===== config.mk =====
export PLATFORM = sky130hd
export DESIGN_NAME = umcs_top
export DESIGN_NICKNAME = d
export VERILOG_FILES = /design/src/design/umcs_pkg.sv /design/src/design/umcs_top.sv /design/src/design/umcs_delta.sv
export VERILOG_INCLUDE_DIRS = /design/src /design/src/design
export SDC_FILE = /design/constraint.sdc
export NUM_CORES = 1
export LEC_CHECK = 0
export ABC_AREA = 1
export BUFFER_PORTS_ARGS = -buffer_cell sky130_fd_sc_hd__buf_4
export CAP_MARGIN = 0
export CELL_PAD_IN_SITES_DETAIL_PLACEMENT = 1
export CELL_PAD_IN_SITES_GLOBAL_PLACEMENT = 1
export CORE_ASPECT_RATIO = 1.75
export CORE_UTILIZATION = 33
export DETAILED_ROUTE_END_ITERATION = 7
export PLACE_DENSITY = 0.82
export SYNTH_ARGS = -nofsm -noshare
export SYNTH_HDL_FRONTEND = slang
export SYNTH_SLANG_ARGS = --single-unit

===== constraint.sdc =====
create_clock -name mclk -period 1.2 [get_ports mclk]
set_clock_uncertainty 0.1 [all_clocks]
set_input_delay 0.12 -clock mclk [delete_from_list [all_inputs] [get_ports mclk]]
set_output_delay 0.12 -clock mclk [all_outputs]
set_load 0.01 [all_outputs]

===== src/design/umcs_map.svh =====
// Register offsets, field positions, reset values and counts of the modem control block
`ifndef UMCS_MAP_SVH
`define UMCS_MAP_SVH

`define UMCS_ADDR_W 3
`define UMCS_ADDR_CTRL 3'h4
`define UMCS_ADDR_STAT 3'h6

`define UMCS_CTL_CLKSEL 7
`define UMCS_CTL_FLOWTAB 6
`define UMCS_CTL_XONANY 5
`define UMCS_CTL_LOOP 4
`define UMCS_CTL_IRQOUT 3
`define UMCS_CTL_FIFORDY 2
`define UMCS_CTL_RTS 1
`define UMCS_CTL_DTR 0

`define UMCS_STS_CHG_CARRIER 3
`define UMCS_STS_CHG_RING 2
`define UMCS_STS_CHG_DSR 1
`define UMCS_STS_CHG_CTS 0

`define UMCS_CTL_RST 8'h00
`define UMCS_STS_RST 8'h00
`define UMCS_PRESCALE 4

`endif


===== src/design/umcs_pkg.sv =====
// Types shared by the modem control block
`default_nettype none
package umcs_pkg;
  // Active-low modem inputs
  typedef struct packed {
    logic carrier_detect_n;
    logic ring_indicator_n;
    logic dsr_n;
    logic cts_n;
  } umcs_modem_in_t;
  // Active-low modem and general outputs
  typedef struct packed {
    logic rts_n;
    logic dtr_n;
    logic general_output_pin_n;
  } umcs_modem_out_t;
  // Host register port request
  typedef struct packed {
    logic [2:0] addr;
    logic rd;
    logic wr;
    logic [7:0] wdata;
  } umcs_bus_t;
endpackage : umcs_pkg
`default_nettype wire


===== src/design/umcs_top.sv =====
// Modem control and modem status registers of one UART channel
// Behaviour
// RULE1 - Control bit 7 picks the baud clock feed: every input clock when 0, one in four when 1.
// RULE2 - Control bit 6 opens access to the transmission-control and trigger-level registers.
// RULE3 - Control bit 5 enables resume-on-any-character for software flow control.
// RULE4 - Control bits 7 to 5 take a write only while the enhanced-feature write enable is set.
// RULE5 - Control bit 4 selects internal loop-back of control bits and transmit into receive.
// RULE6 - Control bit 3 high drives the interrupt outputs and pulls the general output low.
// RULE7 - Control bit 2 enables the FIFO-ready summary register.
// RULE8 - Control bit 1 drives request-to-send low, unless automatic flow control owns it.
// RULE9 - Control bit 0 drives data-terminal-ready low when set.
// RULE10 - In normal mode status bits 7 to 4 read the inverted carrier, ring, ready, clear pins.
// RULE11 - In loop-back status bits 7, 6, 5, 4 read control bits 3, 2, 0, 1.
// RULE12 - Status bits 3, 1, 0 set on any change of their source and clear on a status read.
// RULE13 - Status bit 2 sets only on a rising ring source and clears on a status read.
// RULE14 - The modem interrupt enable gates the change bits onto the interrupt output.
// RULE15 - A change in the same cycle as a status read survives the read clear.
`default_nettype none
`include "umcs_map.svh"
module umcs_top (
  // Clock, reset, enable
  input wire logic mclk,
  input wire logic nrst,
  input wire logic ce,
  // Host register port
  input wire umcs_pkg::umcs_bus_t bus,
  output logic [7:0] rdata,
  // Context from neighbouring blocks
  input wire logic feature_wr_en,
  input wire logic modem_irq_en,
  input wire logic auto_rts_en,
  input wire logic auto_rts_n,
  input wire logic tx_in,
  input wire logic rx_pin,
  // Modem pins
  input wire umcs_pkg::umcs_modem_in_t modem_in,
  output umcs_pkg::umcs_modem_out_t modem_out,
  // Interrupt pin, enable low while driven
  output logic int_o,
  output logic int_oe_n,
  // Controls to the rest of the channel
  output logic rx_core,
  output logic baud_tick,
  output logic flow_table_en,
  output logic xon_any,
  output logic fifo_rdy_en
);
  import umcs_pkg::*;

  localparam int unsigned PRE_W = $clog2(`UMCS_PRESCALE);
  localparam logic [PRE_W-1:0] PRE_LAST = PRE_W'(`UMCS_PRESCALE - 1);

  // Status source: inverted pins, or looped control bits
  function automatic logic [3:0] umcs_src(input logic [7:0] ctl, input umcs_modem_in_t pins);
    if (ctl[`UMCS_CTL_LOOP]) begin
      umcs_src = {ctl[`UMCS_CTL_IRQOUT], ctl[`UMCS_CTL_FIFORDY], ctl[`UMCS_CTL_DTR],
                  ctl[`UMCS_CTL_RTS]}; // RULE11
    end else begin
      umcs_src = ~{pins.carrier_detect_n, pins.ring_indicator_n,
                   pins.dsr_n, pins.cts_n}; // RULE10
    end
  endfunction : umcs_src

  logic [7:0] ctl_q;
  logic [7:0] ctl_d;
  logic [3:0] delta_q;
  logic [3:0] delta_d;
  logic [7:0] rdata_d;
  logic [PRE_W-1:0] pre_q;
  logic [PRE_W-1:0] pre_d;
  umcs_modem_out_t mo_d;
  logic int_d;
  logic int_oe_n_d;
  logic rx_core_d;
  logic tick_d;
  logic [3:0] src;
  logic [3:0] chg;
  logic wr_ctl;
  logic rd_stat;

  assign wr_ctl = ce & bus.wr & (bus.addr == `UMCS_ADDR_CTRL);
  assign rd_stat = ce & bus.rd & (bus.addr == `UMCS_ADDR_STAT);
  assign src = umcs_src(ctl_q, modem_in);

  umcs_delta u_delta (
    .mclk(mclk),
    .nrst(nrst),
    .ce(ce),
    .src(src),
    .chg(chg)
  );

  // Register next state
  always_comb begin
    ctl_d = ctl_q;
    if (wr_ctl) begin
      ctl_d[4:0] = bus.wdata[4:0];
      if (feature_wr_en) begin
        ctl_d[7:5] = bus.wdata[7:5]; // RULE4
      end
    end
    // Set wins over the read clear so no edge is lost
    delta_d = (rd_stat ? 4'h0 : delta_q) | chg; // RULE12 RULE13 RULE15
    rdata_d = rdata;
    if (ce && bus.rd) begin
      case (bus.addr)
        `UMCS_ADDR_CTRL: rdata_d = ctl_q;
        `UMCS_ADDR_STAT: rdata_d = {src, delta_q};
        default: rdata_d = 8'h00;
      endcase
    end
  end

  // Pin and control next state, aligned with the register update except the baud tick, which follows ctl_q a cycle later
  always_comb begin
    pre_d = pre_q;
    tick_d = baud_tick;
    if (ce) begin
      pre_d = (pre_q == PRE_LAST) ? '0 : pre_q + 1'b1;
      tick_d = ~ctl_q[`UMCS_CTL_CLKSEL] | (pre_q == PRE_LAST); // RULE1
    end
    mo_d.rts_n = auto_rts_en ? auto_rts_n : ~ctl_d[`UMCS_CTL_RTS]; // RULE8
    mo_d.dtr_n = ~ctl_d[`UMCS_CTL_DTR]; // RULE9
    mo_d.general_output_pin_n = ~ctl_d[`UMCS_CTL_IRQOUT]; // RULE6
    int_oe_n_d = ~ctl_d[`UMCS_CTL_IRQOUT]; // RULE6
    int_d = modem_irq_en & (|delta_d); // RULE14
    rx_core_d = ctl_d[`UMCS_CTL_LOOP] ? tx_in : rx_pin; // RULE5
    if (!ce) begin
      mo_d = modem_out;
      int_oe_n_d = int_oe_n;
      int_d = int_o;
      rx_core_d = rx_core;
    end
  end

  always_ff @(posedge mclk or negedge nrst) begin
    if (!nrst) begin
      ctl_q <= `UMCS_CTL_RST;
      delta_q <= 4'h0;
      rdata <= 8'h00;
      pre_q <= '0;
      baud_tick <= 1'b0;
      modem_out <= '1;
      int_o <= 1'b0;
      int_oe_n <= 1'b1;
      rx_core <= 1'b1;
      flow_table_en <= 1'b0;
      xon_any <= 1'b0;
      fifo_rdy_en <= 1'b0;
    end else begin
      ctl_q <= ctl_d;
      delta_q <= delta_d;
      rdata <= rdata_d;
      pre_q <= pre_d;
      baud_tick <= tick_d;
      modem_out <= mo_d;
      int_o <= int_d;
      int_oe_n <= int_oe_n_d;
      rx_core <= rx_core_d;
      flow_table_en <= ctl_d[`UMCS_CTL_FLOWTAB]; // RULE2
      xon_any <= ctl_d[`UMCS_CTL_XONANY]; // RULE3
      fifo_rdy_en <= ctl_d[`UMCS_CTL_FIFORDY]; // RULE7
    end
  end
endmodule : umcs_top
`default_nettype wire


===== src/design/umcs_delta.sv =====
// Change detector for the four modem status sources
`default_nettype none
module umcs_delta (
  // Clock, reset and enable
  input wire logic mclk,
  input wire logic nrst,
  input wire logic ce,
  // Sources, order carrier ring ready clear, active high
  input wire logic [3:0] src,
  // Change events in status bit order
  output logic [3:0] chg
);
  logic [3:0] prev_q;
  logic [3:0] prev_d;

  always_comb begin
    prev_d = ce ? src : prev_q;
  end

  always_ff @(posedge mclk or negedge nrst) begin
    if (!nrst) begin
      prev_q <= 4'h0;
    end else begin
      prev_q <= prev_d;
    end
  end

  // Ring flags only a rising source; the rest flag both directions
  always_comb begin
    chg[3] = ce & (src[3] ^ prev_q[3]); // RULE12
    chg[2] = ce & src[2] & ~prev_q[2]; // RULE13
    chg[1] = ce & (src[1] ^ prev_q[1]); // RULE12
    chg[0] = ce & (src[0] ^ prev_q[0]); // RULE12
  end
endmodule : umcs_delta
`default_nettype wire


# ---- Word level (Yosys, flattened, before mapping)
# Cells that the tools add are included.
dict set report word_totals {
  inputBits 26
  output_inout_bits 18
  regBits 35
}
dict set report classes {
  n_mux 8
  add_sub_neg 1
  n_eq_ne 3
  n_reduce_logical 3
  n_bitwise 21
}
# op n
set op_table {}
lappend op_table {{case mux 8 bit (2 select lines)} 1}
lappend op_table {{AND 1 bit} 10}
lappend op_table {{two-way mux 4 bit} 2}
lappend op_table {{two-way mux 7 bit} 1}
lappend op_table {{== test 3 bit, second input constant} 2}
lappend op_table {{NOT 1 bit} 5}
lappend op_table {{two-way mux 2 bit} 2}
lappend op_table {{NOT 4 bit} 1}
lappend op_table {{bitwise OR 4 bit} 1}
lappend op_table {{OR reduction 4 bit} 1}
lappend op_table {{bitwise XOR 1 bit} 3}
lappend op_table {{adder 2 x 1 -> 2 bit, second input constant} 1}
lappend op_table {{== test 2 bit, second input constant} 1}
lappend op_table {{two-way mux 1 bit} 2}
lappend op_table {{AND reduction 2 bit} 1}
lappend op_table {{logical AND 1 bit} 1}
lappend op_table {{bitwise OR 1 bit} 1}

# ---- Depth between registers and ports, before layout
dict set report logic_depth {
  ltp_word 7
  ltp_mapped 11
}

# ---- Modules after synthesis
# From an unflattened synthesis, not the netlist that was laid out.
dict set report unflattened {
  hier_cells 173
  area_unflattened_um2 1503.9
}
# module n_inst cells_per_inst area_per_inst_um2
set by_module_without_submodules {}
lappend by_module_without_submodules {umcs_top 1 143 1278.7}
lappend by_module_without_submodules {umcs_delta 1 30 225.2}

# ---- Worst setup path after synthesis
# OpenSTA, ideal clock, no wires.
dict set report synth_path {
  kind {reg2reg}
  start {register ctl_q[4]}
  end {register int_o}
  arrival_ns 1.082
  stages_incl_launch_ff 12
  period_less_slack_ns 1.298
  slack_ns -0.098
  path_cell_list {dfrtp_1 clkbuf_2 inv_2 nand2_1 nand2_1 nand2_1 nand3_1 nand2_2 nor2_1 nand2_1 nand2_1 nand2_1}
}
dict set report synth_between {
  elab_chain_len 6
  elab_cells_between_ends 12
}
# element line
set synth_lines {}
lappend synth_lines {{start, declared} umcs_top.sv:64} ;# logic [7:0] ctl_q;
lappend synth_lines {{start signal, assigned} umcs_top.sv:138} ;# ctl_q <= `UMCS_CTL_RST;
lappend synth_lines {{start signal, assigned} umcs_top.sv:151} ;# ctl_q <= ctl_d;
lappend synth_lines {{two-way mux 4 bit} umcs_top.sv:55} ;# if (ctl[`UMCS_CTL_LOOP]) begin
lappend synth_lines {{bitwise XOR 1 bit} umcs_delta.sv:30} ;# chg[3] = ce & (src[3] ^ prev_q[3]);
lappend synth_lines {{AND 1 bit} umcs_delta.sv:30}
lappend synth_lines {{bitwise OR 4 bit} umcs_top.sv:103} ;# delta_d = (rd_stat ? 4'h0 : delta_q) | chg;
lappend synth_lines {{net delta_d[3]} umcs_top.sv:67} ;# logic [3:0] delta_d;
lappend synth_lines {{OR reduction 4 bit} umcs_top.sv:126} ;# int_d = modem_irq_en & (|delta_d);
lappend synth_lines {{AND 1 bit} umcs_top.sv:126}
lappend synth_lines {{end signal, assigned} umcs_top.sv:157} ;# int_o <= int_d;
lappend synth_lines {{end, declared} umcs_top.sv:39} ;# output logic int_o,
# The timed path passes the listed nets, and every way through them passes these cells.
# A chain may end at the register's enable or synchronous reset.

# ---- Worst setup path after layout
dict set report layout_path {
  start {register ctl_q[4]}
  end {register int_o}
}
dict set report layout_between {
  elab_chain_len 6
  elab_cells_between_ends 12
}
# element line
set layout_lines {}
lappend layout_lines {{two-way mux 4 bit} umcs_top.sv:55}
lappend layout_lines {{bitwise XOR 1 bit} umcs_delta.sv:32} ;# chg[1] = ce & (src[1] ^ prev_q[1]);
lappend layout_lines {{AND 1 bit} umcs_delta.sv:32}
lappend layout_lines {{bitwise OR 4 bit} umcs_top.sv:103}
lappend layout_lines {{net delta_d[1]} umcs_top.sv:67}
lappend layout_lines {{OR reduction 4 bit} umcs_top.sv:126}
lappend layout_lines {{AND 1 bit} umcs_top.sv:126}
# The timed path passes the listed nets, and every way through them passes these cells.

==> results.tsv <==
stage	metric	value	unit
yosys	synth-seq-cells	32	
sta	setup_ws	-0.169	ns
floorplanning	die_area	4820	um2
power_and_ir_drop	clockPowerShare	26.0	%
critical_path	crit_type	reg -> reg	
power_and_ir_drop	power	3.16	mW
global_route	grt_pass1_wl	6970	um
placed_design	hpwl	3000	um
power_and_ir_drop	p_comb_share	28.7	%
yosys	synth-seq-area-share	53.8	%
power_and_ir_drop	power_leakage	1.17	nW
final_layout	antenna_cells	0	
sta	setup_tns	-0.235	ns
clocking	clk_pin_slew	0.07	ns
clocking	clockBufferDepth	2	
yosys	ys_top_cells_by_count	56 x nand2_1, 28 x dfrtp_1, 25 x inv_1	
floorplanning	die_h	91.1	um
floorplanning	die_x	52.9	um
yosys	synth_most_common_cell	nand2_1	
yosys	synth-compound-area-share	11.2	%
final_layout	multi_input_area	611	um2
power_and_ir_drop	power_density	1420	nW/um2
yosys	synth_fp_nets	204	
yosys	synth_cell_types	24	
yosys	netlist_instances	177	
final_layout	nFillCells	529	
final_layout	syn2layout_area_growth	48.9	%
route	drt_iter0_markers	22	
sta	final_max_slew_viol_count	0	
critical_path	crit_fanout	8	
floorplanning	rows	32	
yosys	synth_area_leaders	dfrtp_1 47%, nand2_1 14%, dfstp_2 7.0%	
power_and_ir_drop	switching_share	32.5	%
final_layout	final-seq-area	807	um2
route	wire_per_inst	13.4	um
outcome	violations	negative setup slack	
route	dr.pass1.iters	4	
route	vias_per_cell	4.73	
yosys	ys_warn_count	0	
critical_path	crit_path_end_kind	flop	
yosys	synth_top_family_by_area	simple AND/OR/NAND/NOR gates	
yosys	synth_ff_type	dfrtp_1	
floorplanning	start_util	34.3	%
power_and_ir_drop	p_switching	1.03	mW
critical_path	critPathLaunchType	flop	
power_and_ir_drop	cell_internal_pwr	2.13	mW
yosys	netlist_area	1500	um2
route	antenna_left	0	
clocking	clock_sinks	32	
yosys	yosysTopAreaCell	dfrtp_1	
sta	rsz0062_at_grt	yes	
outcome	status	finished, violations left	
yosys	synth_edf_count	0	
global_route	grt_pass1_vias	1535	
yosys	synth_simple_gate_area_share	25.0	%
yosys	synthAdderAreaFrac	0.835	%
clocking	tritoncts	done	
clocking	root_buffer	clkbuf_8	
yosys	synth-async-reset-ratio	100	%
sta	maxSlewHeadroom	73.0	%
global_route	grt_usage	19.7	%
min_path	hold_class	in -> reg	
flow_run	drv_cap	0	
critical_path	cp.required	1.28	ns
final_layout	layout-drive-gt1-share	39.2	%
global_route	overflow	0	
clocking	clk_latency	0.29	ns
yosys	synthXorXnorAreaFrac	0	%
global_route	grt_max_degree	33	
yosys	synth_top_area_share	46.8	%
sta	fin_crit_sh	114	%
sta	tightest_slew	0.405	ns
placed_design	gp_congestion	0.768	
route	drc_errors	0	
clocking	numCtsBuffers	5	
sta	hold_viol_final	0	
clocking	cts.htree.levels	2	
yosys	yosys-mux-area-fraction	0	%
route	routed_wl	4030	um
route	vias	1425	
sta	min_period	1.37	ns
sta	setup_viol	4	
power_and_ir_drop	p_seq_share	45.3	%
floorplanning	core_area	4360	um2
sta	fmax	731	MHz
yosys	avgSynthCellArea	8.46	um2
placed_design	io_buffer_count	43	
critical_path	ff2ff_setup_slack	-0.17	ns
global_route	antenna_found_initial	0	
final_layout	finalNetCount	276	
power_and_ir_drop	ir_drop	0.841	mV
critical_path	worstPathArrival	1.45	ns
floorplanning	io_pins	44	
-- state kept, by name, indices dropped and copies added (netlist names) --
| register | count |
|---|---|
| u_delta.prev_q | 4 |
| int_o | 1 |
| pre_q | 2 |
| modem_out | 2 |
| int_oe_n | 1 |
| ctl_q | 8 |
| delta_q | 4 |
| rdata | 8 |
| baud_tick | 1 |
| rx_core | 1 |
-- cell families after synthesis --
| logic type | count (synthesis) |
|---|---|
| AO/OA/AOI/OAI | 28 |
| buffers and inverters | 33 |
| adder cells (fa/ha/maj) | 1 |
| flip-flops | 32 |
| AND/OR/NAND/NOR | 83 |
-- worst max-delay path, stage by stage, from the launching register on --
cell	delay [ns]
dfrtp_2	0.48
clkinv_4	0.11
nand2_4	0.05
nand2_2	0.06
nand2_2	0.05
nand3_2	0.07
nand2_2	0.07
nor2_2	0.11
nand2_1	0.06
nand2_1	0.06
nand2_1	0.04
-- metal layers --
layer | routed length [um] | up-vias | GRT usage (%)
li1 | - | 706 | -
met5 | 0 | - | 0
met3 | 106 | 5 | 3.02
met4 | 84 | 0 | 7.89
met2 | 2310 | 30 | 34.9
met1 | 1530 | 684 | 22.4
-- layout make-up --
class	count	area share, %
flip-flops and latches	32	36.2
clock inverters	3	0.842
well taps	51	2.86
inverters	28	4.94
clock buffers	5	3.09
multi-input cells	112	27.4
repair buffers	70	24.7
-- power groups by stage --
stage	registers, mW	logic, mW	clock network [mW]
finish	1.43	0.908	0.821
global route	1.47	1.03	0.896
CTS	1.44	0.873	0.844
detailed placement	1.45	0.832	0
global placement	1.44	0.797	0
floorplan	1.45	0.420	0
-- layout by cell type, fill, tap and decap left out --
cell type      count
nor2_4             1
ha_1               1
nor2_1             6
dlygate4sd3_1     10
clkinv_4           2
a31oi_1            1
nand3_2            3
dfstp_2            4
inv_2              3
nand3_1            6
clkinv_2           2
nand4_4            1
nand2_1           48
dfrtp_2            1
a21oi_1            9
clkbuf_8           5
nor2_2             2
nand3b_1           2
o221ai_1           6
dfrtp_1           27
o221ai_2           1
nand2_2           10
inv_1             24
nand2_4            3
nor3_1             1
o21ai_1            6
o21ai_0            5
buf_4             60
-- through the flow --
| step | cells | cell area, um2 | worst slack [ns] | utilization [%] | hold slack, ns |
|---|---|---|---|---|---|
| floorplan | 177 | 1520 | -0.0738 | - | -0.276 |
| global placement | 281 | 1980 | -0.155 | 45.4 | -0.0178 |
| detailed placement | 281 | 1980 | -0.237 | 45.4 | -0.0175 |
| CTS | 298 | 2180 | -0.126 | 49.9 | 0.00796 |
| global route | 301 | 2230 | -0.251 | 51.1 | 0.0729 |
| finish | 301 | 2230 | -0.169 | 51.1 | 0.0192 |
-- what timing repair did --
action,in CTS,in global routing
setup endpoints to repair,8,9
cloned,0,0
resized for setup,6,10
hold buffers,9,1
buffers inserted,0,2
hold endpoints to repair,40,1
pin swaps,5,4
-- worst paths after layout --
path                                startpoint  cells past startpoint                   end
max                         ctl_q[4]$_DFF_PN0_                     10     int_o$_DFFE_PN0P_
min                               modem_irq_en                      5     int_o$_DFFE_PN0P_
max reg2reg                 ctl_q[4]$_DFF_PN0_                     10     int_o$_DFFE_PN0P_
min reg2reg                rx_core$_DFFE_PN1P_                      2   rx_core$_DFFE_PN1P_
max in group asynchronous                 nrst                      2  int_oe_n$_DFFE_PN1P_
min in group asynchronous                 nrst                      2  ctl_q[2]$_DFFE_PN0N_
Power figures use the tool's default switching activity.
